**config.mk**
```make
export PLATFORM = sky130hd
export DESIGN_NAME = fault_dispatch
export DESIGN_NICKNAME = d
export VERILOG_FILES = /design/src/rtl/fault_pkg.sv /design/src/rtl/fault_class_if.sv /design/src/rtl/fault_classifier.sv /design/src/rtl/fault_dispatch.sv /design/src/rtl/fault_rip_calc.sv
export SDC_FILE = /design/constraint.sdc
export NUM_CORES = 1
export LEC_CHECK = 0
export BUFFER_PORTS_ARGS = -buffer_cell sky130_fd_sc_hd__buf_4
export CORE_MARGIN = 3
export CORE_UTILIZATION = 55
export DETAILED_ROUTE_END_ITERATION = 16
export GPL_ROUTABILITY_DRIVEN = 0
export PLACE_DENSITY = 0.73
export SETUP_SLACK_MARGIN = 0.5
export SLEW_MARGIN = 5
export SYNTH_ARGS = -nofsm -noshare
export SYNTH_HDL_FRONTEND = slang
export SYNTH_SLANG_ARGS = --single-unit
```
**constraint.sdc**
```tcl
create_clock -name mclk -period 3.2 [get_ports mclk]
set_input_delay 0.64 -clock mclk [delete_from_list [all_inputs] [get_ports mclk]]
set_output_delay 0.64 -clock mclk [all_outputs]
set_load 0.05 [all_outputs]
```
**src/rtl/fault_pkg.sv**
```systemverilog
package fault_pkg;
  // ---------------------------------------------------------------
  // Bus and register map
  // ---------------------------------------------------------------
  localparam int          ADDR_W         = 4;
  localparam logic [3:0]  OFS_CTRL       = 4'h0;
  localparam logic [3:0]  OFS_FAULT      = 4'h1;
  localparam logic [3:0]  OFS_STATUS     = 4'h2;
  localparam logic [3:0]  OFS_FRAME      = 4'h3;
  localparam logic [3:0]  OFS_PREV_PTR   = 4'h4;
  localparam logic [3:0]  OFS_NEXTIP     = 4'h5;
  localparam logic [3:0]  OFS_ENTRY      = 4'h6;
  localparam logic [3:0]  OFS_RET        = 4'h7;
  localparam logic [3:0]  OFS_CFGWORD    = 4'h8;
  localparam logic [31:0] UNMAPPED_DATA  = 32'hDEADBEEF;

  // ---------------------------------------------------------------
  // Control bit positions (CTRL register; UNAL_MASK_BIT is a bit of the configuration word)
  // ---------------------------------------------------------------
  localparam int BIT_OVF_MASK   = 0;
  localparam int BIT_NO_IMPREC  = 1;
  localparam int BIT_TRACE_EN   = 2;
  localparam int BIT_SUPER_MODE = 3;
  localparam int TMODE_LSB      = 8;
  localparam int TMODE_W        = 8;
  localparam int UNAL_MASK_BIT  = 30;

  // ---------------------------------------------------------------
  // Fault command word (FAULT register)
  // ---------------------------------------------------------------
  localparam int SUB_LSB  = 8;
  localparam int SUB_W    = 8;
  localparam int TYPE_LSB = 0;
  localparam int TYPE_W   = 8;
  localparam int TM_LSB   = 16;

  localparam logic [7:0] FT_TRACE      = 8'h01;
  localparam logic [7:0] FT_OPERATION  = 8'h02;
  localparam logic [7:0] FT_ARITH      = 8'h03;
  localparam logic [7:0] FT_CONSTRAINT = 8'h05;
  localparam logic [7:0] FT_PROTECT    = 8'h07;
  localparam logic [7:0] FT_TYPE       = 8'h0A;

  localparam logic [7:0] SUB_OVERFLOW   = 8'h01;
  localparam logic [7:0] SUB_ZERO_DIV   = 8'h02;
  localparam logic [7:0] SUB_UNALIGNED  = 8'h05;
  localparam logic [7:0] SUB_RANGE      = 8'h01;
  localparam logic [7:0] SUB_LENGTH     = 8'h02;
  localparam logic [7:0] SUB_MISMATCH   = 8'h01;
  localparam logic [7:0] SUB_HW_BREAK   = 8'h40;
  localparam logic [7:0] SUB_MARK       = 8'h80;

  // ---------------------------------------------------------------
  // Call forms, return code, frame layout
  // ---------------------------------------------------------------
  typedef enum logic [1:0] {
    CALL_LOCAL        = 2'b00,
    CALL_SYS_LOCAL    = 2'b10,
    CALL_SYS_SUPER    = 2'b11
  } call_type;
  localparam logic [2:0]  RET_FAULT      = 3'b001;
  localparam logic [31:0] RET_PTR_OFS    = 32'h0000_0008;
  localparam logic [31:0] CFG_WORD_OFS   = 32'h0000_000C;
  localparam logic [31:0] WORD_MASK      = 32'h0000_0003;
  localparam logic [31:0] FRAME_ALIGN    = 32'hFFFF_FFF0;

  typedef enum logic [1:0] {
    WHEN_BEFORE = 2'b00,
    WHEN_DURING = 2'b01,
    WHEN_AFTER  = 2'b10
  } when_type;

  typedef enum logic [1:0] {
    ST_IDLE    = 2'b00,
    ST_SAVE    = 2'b01,
    ST_HANDLER = 2'b11,
    ST_RETURN  = 2'b10
  } state_type;
endpackage

```
**src/rtl/fault_class_if.sv**
```systemverilog
`timescale 1ns/100ps
interface fault_class_if;
  import fault_pkg::*;
  logic [7:0] ftype;
  logic [7:0] fsub;
  when_type   when_fault;
  logic       rip_valid;
  logic       kill_dest;
  logic       is_trace;
  logic       mode_gated;
  modport core (output ftype, output fsub, input when_fault, input rip_valid,
                input kill_dest, input is_trace, input mode_gated);
  modport unit (input ftype, input fsub, output when_fault, output rip_valid,
                output kill_dest, output is_trace, output mode_gated);
endinterface

```
**src/rtl/fault_classifier.sv**
```systemverilog
`timescale 1ns/100ps
module fault_classifier (
  fault_class_if.unit cls
);
  import fault_pkg::*;

  // ---------------------------------------------------------------
  // Timing class and pointer validity
  // ---------------------------------------------------------------
  always_comb begin
    cls.when_fault = WHEN_BEFORE;
    cls.rip_valid  = 1'b0;
    cls.kill_dest  = 1'b1;
    cls.is_trace   = 1'b0;
    cls.mode_gated = 1'b0;
    case (cls.ftype)
      FT_TRACE: begin
        cls.when_fault = WHEN_AFTER;
        cls.rip_valid  = 1'b1;
        cls.kill_dest  = 1'b0;
        cls.is_trace   = 1'b1;
        // Breakpoint and mark traces ignore mode bits
        cls.mode_gated = !(cls.fsub == SUB_HW_BREAK || cls.fsub == SUB_MARK);
      end
      FT_ARITH: begin
        if (cls.fsub == SUB_OVERFLOW) begin
          cls.when_fault = WHEN_AFTER;
          cls.rip_valid  = 1'b1;
          cls.kill_dest  = 1'b0;
        end else begin
          cls.rip_valid  = (cls.fsub == SUB_ZERO_DIV);
        end
      end
      FT_OPERATION: begin
        if (cls.fsub == SUB_UNALIGNED) begin
          cls.when_fault = WHEN_DURING;
          cls.kill_dest  = 1'b0;
        end
      end
      FT_CONSTRAINT: begin
        cls.when_fault = WHEN_DURING;
        cls.kill_dest  = 1'b0;
      end
      default: begin
        cls.when_fault = WHEN_BEFORE;
      end
    endcase
  end
endmodule

```
**src/rtl/fault_dispatch.sv**
```systemverilog
// The implementer's own choices: the placing of the registers and the Avalon-MM slave port.
`timescale 1ns/100ps
module fault_dispatch (
  input  wire logic                          mclk,
  input  wire logic                          rst_b,
  input  wire logic [fault_pkg::ADDR_W-1:0]  avs_address,
  input  wire logic                          avs_read,
  input  wire logic                          avs_write,
  input  wire logic [31:0]                   avs_writedata,
  output logic      [31:0]                   avs_readdata,
  output logic                               avs_waitrequest,
  output logic                               commit_dest_r,
  output logic                               commit_mem_r,
  output logic                               handler_super_r,
  output logic                               dispatch_r
);
  import fault_pkg::*;

  // ---------------------------------------------------------------
  // State
  // ---------------------------------------------------------------
  state_type   state_r;
  logic [31:0] ctrl_r;
  logic [31:0] fault_r;
  logic [31:0] frame_r;
  logic [31:0] prev_frame_r;
  logic [31:0] saved_return_pointer;
  logic [31:0] next_ip_r;
  logic [31:0] entry_r;
  logic [31:0] saved_ctrl_r;
  logic [2:0]  ret_type_r;
  logic        rip_valid_r;
  logic        pending_trace_r;
  logic        unal_mask_r;
  logic        cfg_loaded_r;
  logic        imprecise_sync_r;
  logic        dropped_r;
  logic        wr_take;
  logic [31:0] fault_view;
  logic        go_fault;
  logic        go_ret;
  logic        raise;
  logic [31:0] rip_calc;

  fault_class_if cls ();

  // Gate on the word being written, not the stale one
  assign fault_view = go_fault ? avs_writedata : fault_r;
  assign cls.ftype  = fault_view[TYPE_LSB +: TYPE_W];
  assign cls.fsub   = fault_view[SUB_LSB +: SUB_W];

  fault_classifier u_cls (
    .cls (cls)
  );

  fault_rip_calc u_rip (
    .sel_next (cls.when_fault == WHEN_AFTER),
    .fault_ip (next_ip_r - 32'h0000_0004),
    .next_ip  (next_ip_r),
    .rip      (rip_calc)
  );

  function automatic logic is_imprecise(input logic [7:0] t);
    return t == FT_OPERATION || t == FT_CONSTRAINT || t == FT_ARITH || t == FT_TYPE;
  endfunction

  // ---------------------------------------------------------------
  // Fault gating
  // ---------------------------------------------------------------
  always_comb begin
    raise = 1'b1;
    if (cls.ftype == FT_ARITH && cls.fsub == SUB_OVERFLOW && ctrl_r[BIT_OVF_MASK])
      raise = 1'b0;
    if (cls.is_trace && !ctrl_r[BIT_TRACE_EN])
      raise = 1'b0;
    if (cls.is_trace && cls.mode_gated && !(|(ctrl_r[TMODE_LSB +: TMODE_W] &
        fault_view[TM_LSB +: TMODE_W])))
      raise = 1'b0;
    if (cls.ftype == FT_OPERATION && cls.fsub == SUB_UNALIGNED && unal_mask_r)
      raise = 1'b0;
  end

  assign wr_take  = avs_write && !avs_waitrequest;
  assign go_fault = wr_take && avs_address == OFS_FAULT && state_r == ST_IDLE;
  assign go_ret   = wr_take && avs_address == OFS_RET && state_r == ST_HANDLER;

  // ---------------------------------------------------------------
  // Bus slave: one wait cycle per access
  // ---------------------------------------------------------------
  // High while idle, so the first cycle of any access waits from a flop
  always_ff @(posedge mclk or negedge rst_b) begin
    if (!rst_b) begin
      avs_waitrequest <= 1'b1;
    end else begin
      avs_waitrequest <= !((avs_read || avs_write) && avs_waitrequest);
    end
  end

  // Loaded in the wait cycle, so it stands when waitrequest drops
  always_ff @(posedge mclk or negedge rst_b) begin
    if (!rst_b) begin
      avs_readdata <= 32'h0000_0000;
    end else if (avs_read && avs_waitrequest) begin
      case (avs_address)
        OFS_CTRL:    avs_readdata <= ctrl_r;
        OFS_FAULT:   avs_readdata <= fault_r;
        OFS_STATUS:  avs_readdata <= {22'h0, unal_mask_r, imprecise_sync_r, dropped_r,
                                      pending_trace_r, rip_valid_r, ret_type_r,
                                      state_r};
        OFS_FRAME:   avs_readdata <= frame_r;
        OFS_PREV_PTR: avs_readdata <= prev_frame_r + RET_PTR_OFS;
        OFS_NEXTIP:  avs_readdata <= next_ip_r;
        OFS_ENTRY:   avs_readdata <= entry_r;
        OFS_RET:     avs_readdata <= saved_return_pointer;
        default:     avs_readdata <= UNMAPPED_DATA;
      endcase
    end
  end

  // ---------------------------------------------------------------
  // Software writable setup
  // ---------------------------------------------------------------
  always_ff @(posedge mclk or negedge rst_b) begin
    if (!rst_b) begin
      fault_r <= 32'h0000_0000;
    end else if (go_fault) begin
      // Kept even when gated off, so software sees what was dropped
      fault_r <= avs_writedata;
    end
  end

  always_ff @(posedge mclk or negedge rst_b) begin
    if (!rst_b) begin
      frame_r <= 32'h0000_0000;
    end else if (wr_take && avs_address == OFS_FRAME) begin
      frame_r <= avs_writedata & FRAME_ALIGN;
    end
  end

  always_ff @(posedge mclk or negedge rst_b) begin
    if (!rst_b) begin
      next_ip_r <= 32'h0000_0000;
    end else if (wr_take && avs_address == OFS_NEXTIP) begin
      next_ip_r <= avs_writedata;
    end
  end

  always_ff @(posedge mclk or negedge rst_b) begin
    if (!rst_b) begin
      entry_r <= 32'h0000_0000;
    end else if (wr_take && avs_address == OFS_ENTRY) begin
      // Call form rides in the two low bits of the word aligned start
      entry_r <= avs_writedata;
    end
  end

  // ---------------------------------------------------------------
  // Configuration word catch after reset
  // ---------------------------------------------------------------
  always_ff @(posedge mclk or negedge rst_b) begin
    if (!rst_b) begin
      unal_mask_r  <= 1'b0;
      cfg_loaded_r <= 1'b0;
    end else if (wr_take && avs_address == OFS_CFGWORD && !cfg_loaded_r) begin
      // Taken once only, as at initialization
      unal_mask_r  <= avs_writedata[UNAL_MASK_BIT];
      cfg_loaded_r <= 1'b1;
    end
  end

  // ---------------------------------------------------------------
  // Control register and its restore on return
  // ---------------------------------------------------------------
  always_ff @(posedge mclk or negedge rst_b) begin
    if (!rst_b) begin
      ctrl_r <= 32'h0000_0000;
    end else if (go_fault && raise) begin
      ctrl_r <= ctrl_r;
    end else if (state_r == ST_SAVE) begin
      ctrl_r[BIT_SUPER_MODE] <= entry_r[1:0] == CALL_SYS_SUPER ||
                                ctrl_r[BIT_SUPER_MODE];
      if (cls.is_trace)
        ctrl_r[BIT_TRACE_EN] <= 1'b0;
    end else if (go_ret) begin
      ctrl_r[BIT_NO_IMPREC] <= saved_ctrl_r[BIT_NO_IMPREC];
      ctrl_r[BIT_OVF_MASK]  <= saved_ctrl_r[BIT_OVF_MASK];
      if (ctrl_r[BIT_SUPER_MODE]) begin
        // Handler edits to process controls are lost here
        ctrl_r[BIT_TRACE_EN]   <= saved_ctrl_r[BIT_TRACE_EN];
        ctrl_r[BIT_SUPER_MODE] <= saved_ctrl_r[BIT_SUPER_MODE];
      end
    end else if (wr_take && avs_address == OFS_CTRL) begin
      ctrl_r <= avs_writedata;
    end
  end

  // ---------------------------------------------------------------
  // Dispatch sequence
  // ---------------------------------------------------------------
  always_ff @(posedge mclk or negedge rst_b) begin
    if (!rst_b) begin
      state_r <= ST_IDLE;
    end else begin
      case (state_r)
        ST_IDLE:    if (go_fault && raise) state_r <= ST_SAVE;
        ST_SAVE:    state_r <= ST_HANDLER;
        ST_HANDLER: if (go_ret) state_r <= ST_RETURN;
        ST_RETURN:  state_r <= ST_IDLE;
        default:    state_r <= ST_IDLE;
      endcase
    end
  end

  // ---------------------------------------------------------------
  // Frame link written by the fault call
  // ---------------------------------------------------------------
  always_ff @(posedge mclk or negedge rst_b) begin
    if (!rst_b) begin
      prev_frame_r <= 32'h0000_0000;
      ret_type_r   <= 3'b000;
    end else if (state_r == ST_SAVE) begin
      prev_frame_r <= frame_r;
      ret_type_r   <= RET_FAULT;
    end else if (go_ret) begin
      ret_type_r   <= 3'b000;
    end
  end

  // ---------------------------------------------------------------
  // Saved return pointer and its validity
  // ---------------------------------------------------------------
  always_ff @(posedge mclk or negedge rst_b) begin
    if (!rst_b) begin
      saved_return_pointer <= 32'h0000_0000;
      rip_valid_r          <= 1'b0;
    end else if (state_r == ST_SAVE) begin
      saved_return_pointer <= rip_calc;
      rip_valid_r          <= cls.rip_valid;
    end else if (state_r == ST_HANDLER && wr_take && avs_address == OFS_PREV_PTR) begin
      // Handler moves the resume point itself
      saved_return_pointer <= avs_writedata;
      rip_valid_r          <= 1'b1;
    end
  end

  // ---------------------------------------------------------------
  // Controls image and pending trace of the fault record
  // ---------------------------------------------------------------
  // Taken before the call edits supervisor and trace bits
  always_ff @(posedge mclk or negedge rst_b) begin
    if (!rst_b) begin
      saved_ctrl_r <= 32'h0000_0000;
    end else if (state_r == ST_SAVE) begin
      saved_ctrl_r <= ctrl_r;
    end
  end

  always_ff @(posedge mclk or negedge rst_b) begin
    if (!rst_b) begin
      pending_trace_r <= 1'b0;
    end else if (state_r == ST_SAVE) begin
      pending_trace_r <= cls.is_trace;
    end else if (go_ret) begin
      pending_trace_r <= 1'b0;
    end
  end

  // ---------------------------------------------------------------
  // Fault acceptance flags
  // ---------------------------------------------------------------
  always_ff @(posedge mclk or negedge rst_b) begin
    if (!rst_b) begin
      imprecise_sync_r <= 1'b0;
    end else if (go_fault) begin
      imprecise_sync_r <= is_imprecise(avs_writedata[TYPE_LSB +: TYPE_W]) &&
                          ctrl_r[BIT_NO_IMPREC];
    end
  end

  always_ff @(posedge mclk or negedge rst_b) begin
    if (!rst_b) begin
      dropped_r <= 1'b0;
    end else if (go_fault) begin
      dropped_r <= !raise;
    end
  end

  // ---------------------------------------------------------------
  // Commit and call outputs
  // ---------------------------------------------------------------
  always_ff @(posedge mclk or negedge rst_b) begin
    if (!rst_b) begin
      dispatch_r <= 1'b0;
    end else begin
      dispatch_r <= state_r == ST_SAVE;
    end
  end

  // Held back through ST_HANDLER and the ST_RETURN cycle
  always_ff @(posedge mclk or negedge rst_b) begin
    if (!rst_b) begin
      commit_dest_r <= 1'b1;
      commit_mem_r  <= 1'b1;
    end else if (state_r == ST_SAVE) begin
      commit_dest_r <= !cls.kill_dest;
      commit_mem_r  <= cls.when_fault != WHEN_BEFORE;
    end else if (state_r == ST_RETURN) begin
      commit_dest_r <= 1'b1;
      commit_mem_r  <= 1'b1;
    end
  end

  always_ff @(posedge mclk or negedge rst_b) begin
    if (!rst_b) begin
      handler_super_r <= 1'b0;
    end else if (state_r == ST_SAVE) begin
      handler_super_r <= entry_r[1:0] == CALL_SYS_SUPER;
    end else if (state_r == ST_RETURN) begin
      handler_super_r <= 1'b0;
    end
  end
endmodule

```
**src/rtl/fault_rip_calc.sv**
```systemverilog
`timescale 1ns/100ps
module fault_rip_calc (
  input  wire logic        sel_next,
  input  wire logic [31:0] fault_ip,
  input  wire logic [31:0] next_ip,
  output logic      [31:0] rip
);
  // ---------------------------------------------------------------
  // Saved pointer choice
  // ---------------------------------------------------------------
  always_comb begin
    rip = sel_next ? next_ip : fault_ip;
  end
endmodule

```
==> metrics.md <==
| Metric | Value |
|---|---|
| GRT overflow | `0` |
| Post-synth top area share | `0.516` |
| Worst Path Required | `3620 ps` |
| Yosys warns | `0` |
| Placed Cells | `1,466` |
| Final setup vio count | `0` |
| Synthesized flop and latch total | `266` |
| Clk Latency, worst-skew pair | `550 ps` |
| DRT Pass-1 Iters | `5` |
| Vias | `10,200` |
| Top_reg_cell synth | `dfrtp_1` |
| Fmax | `372 MHz` |
| CTS tree | `built` |
| Final worst setup slack | `512 ps` |
| Setup TNS after final layout | `0 ps` |
| Non-filler cells, final | `1,530` |
| Fin Hold WS | `85.3 ps` |
| Worst-path cell chain | `or4b_2 -> a211oi_2 -> a211oi_4 -> buf_4 -> buf_2 -> o211ai_1 -> xor2_1 -> a21oi_1` |
| Antenna violations before repair | `0` |
| Vias/cell | `6.66` |
| Mapped Cells | `1,146` |
| Layout net count | `1,268` |
| Outcome | `finished clean` |
| VDD IR-drop max | `536 µV` |
| Max Transition Viols Final | `0` |
| Post-placement setup slack | `169 ps` |
| Mapped Nets | `1,191` |
| Sequential fraction of the synthesis area | `0.522` |
| Largest area contributor in the netlist | `dfrtp_1` |
| Synth unique cells | `68` |
| Utilization after layout | `0.661` |
| CTS max path bufs | `3` |
| GRT Total Usage | `0.299` |
| Final Cycle Share | `0.840` |
| CP max stage delay | `760 ps` |
| Die H | `158 µm` |
| Synth async-reset ratio | `1.00` |
| Crit path max fanout | `10` |
| Worst slew pin tran | `765 ps` |
| HPWL after DPL | `23,900 µm` |
| Num CTS Buffers | `28` |
| Max Cap Viol | `0` |
| RSZ-0062 raised after global routing | `yes` |
| Pwr dens | `808 mW/mm²` |
| Port-buffer cells | `76` |
| Antenna-violating nets left | `0` |
| Hold crit path type | `in -> async` |
| I/O pin count | `77` |
| Row cnt | `55` |
| Final Hold Vio Count | `0` |
| Data arrival time of the worst path | `3100 ps` |
| Post-route DRC | `0` |
| Crit. End Element | `flip-flop` |
| Post-synth EDFFs | `0` |
| Number of filler cells placed in the layout | `1,697` |
| Static Leak | `6.63 nW` |
| Slowest-stage cell, CP | `or4b_2` |
| Max H-tree Level | `1` |
| Min Tclk post-route | `2690 ps` |
| Overall power | `12.1 mW` |
| Mean area per synthesized cell | `11.1 µm²` |
| Design area | `0.0150 mm²` |
| Starting Density | `0.562` |
| Core box area | `0.0227 mm²` |
| Hold-fix buffers at CTS | `0` |
| Worst reg-to-reg path cell count | `8` |
| Share of cells above drive strength 1 | `0.296` |
| Setup Crit Path Kind | `reg -> reg` |
| P&R area growth vs syn | `17.6%` |
| Vias in the first global route | `10,000` |
| First-pass GRT wire length | `57,900 µm` |
| Layout Skew | `11.0 ps` |
| Starting DRT DRC Count | `1,103` |
| Placed inst area | `0.0138 mm²` |
| Netlist Area Pre-Place | `0.0128 mm²` |
| Die Wd | `158 µm` |
| Detailed-route wire length per cell | `24.6 µm` |
| Startpoint Class | `flip-flop` |
| Total die area | `0.0251 mm²` |
| Clock transition at path regs | `70 ps` |
| CTS sink cnt | `266` |
| Largest net degree at the start of global routing | `89` |
| Ant. Diodes | `0` |
| Most area-consuming cells after synthesis | `dfrtp_1 52%, mux2_2 14%, nand2_1 3.6%` |
| Worst rel slew slack | `0.489` |
| Routed WL | `37,600 µm` |
| CTS Root Cell | `clkbuf_16` |
placed cells by master, fill, tap and decap left out, types with 30 or more instances in the layout:
master     instances
nand2_1          122
a22o_1            32
a31oi_1           31
mux2_2           154
a22oi_1           46
nor2_1            58
dfrtp_1          262
a21oi_1           44
buf_4            119
clkbuf_16         30
synth_stat cells, types with 4 or more instances:
| library cell | n |
|---|---|
| xnor2_1 | 8 |
| xor2_1 | 14 |
| a221oi_1 | 20 |
| nand2_1 | 123 |
| a211oi_1 | 28 |
| inv_1 | 13 |
| o21a_1 | 5 |
| buf_2 | 7 |
| mux2_2 | 154 |
| o31a_1 | 4 |
| a22oi_1 | 46 |
| or4_1 | 14 |
| o21ai_0 | 23 |
| nor4_1 | 13 |
| nand3_1 | 11 |
| nor2b_1 | 27 |
| nor3_1 | 13 |
| dfrtp_1 | 263 |
| or3_1 | 5 |
| ha_1 | 5 |
| nor2_1 | 59 |
| a22o_1 | 32 |
| o211ai_1 | 8 |
| and2_1 | 4 |
| mux2i_1 | 9 |
| a21oi_1 | 44 |
| nand4_1 | 4 |
| a222oi_1 | 12 |
| buf_1 | 10 |
| a31oi_1 | 31 |
| clkbuf_1 | 64 |
| o211ai_2 | 4 |
| o2111ai_1 | 5 |
| o31ai_1 | 7 |
| nand2b_1 | 9 |
layout make-up:
cell class	instances	area, µm²	share of cell area
sequential	266	6660	0.444
multi-input combinational	782	5790	0.386
timing repair buffer	132	1120	0.0747
clock buffer	41	821	0.0547
tap	285	357	0.0238
clock inverter	11	209	0.0139
inverter	13	48.8	0.00325
repair_timing:
item                       4_1_cts  5_1_grt
setup endpoints to repair        9       12
gates resized for setup          8       12
hold endpoints to repair         0        0
pin swaps                        2        4
setup buffers                    5        5
cloned                           1        1
registers in the layout, indices dropped and copies added (netlist names), 2 cells and up:
signal                count
fault_r                  32
next_ip_r                32
avs_readdata             32
saved_ctrl_r              4
saved_return_pointer     32
ctrl_r                   32
frame_r                  28
entry_r                  32
prev_frame_r             28
state_r                   2
report_power, final:
group	switching (mW)	total (mW)	leakage [nW]	internal, mW
clock network	1.37	3.62	0.506	2.26
registers	0.777	5.11	3.36	4.33
logic	1.89	3.39	2.76	1.49
total	4.04	12.1	6.63	8.08
metal layers:
layer  vias to the layer above  global-route usage  routed length [µm]
li1                       4429                   -                   -
met1                      5100               0.438               15800
met2                       554               0.453               16800
met3                       107              0.0511                3550
met4                         0               0.107                1490
met5                         -                   0                   0
logic make-up (layout without fill, tap and decap cells):
family / Yosys count / in the layout / synth area share
and+or+nand+nor: 302 / 302 / 0.117
AOI/OAI and AO/OA: 288 / 288 / 0.165
DFF: 266 / 266 / 0.522
muxes: 165 / 165 / 0.145
buffers and inverters: 98 / 197 / 0.0316
xor gates and xnor gates: 22 / 22 / 0.0151
adders and majority gates: 5 / 5 / 0.00490
worst paths after layout:
path	startpoint	endpoint	slack [ps]
worst max-delay path	fault_r[15]	saved_return_pointer[26]	510
worst min-delay path	rst_b	dispatch_r	90
worst max register to register	fault_r[15]	saved_return_pointer[26]	510
worst min register to register	fault_r[28]	fault_r[28]	480
max in group asynchronous	rst_b	fault_r[14]	2230
min in group mclk	avs_read	avs_waitrequest	270
critical path: cells and delay by family, from the launching register on:
kind                      cells  cell delay [ps]
buffers and inverters         2              340
AOI/OAI and AO/OA             4              820
xor gates and xnor gates      1              180
DFF                           1              450
and+or+nand+nor               1              760
Power figures use the tool's default switching activity.
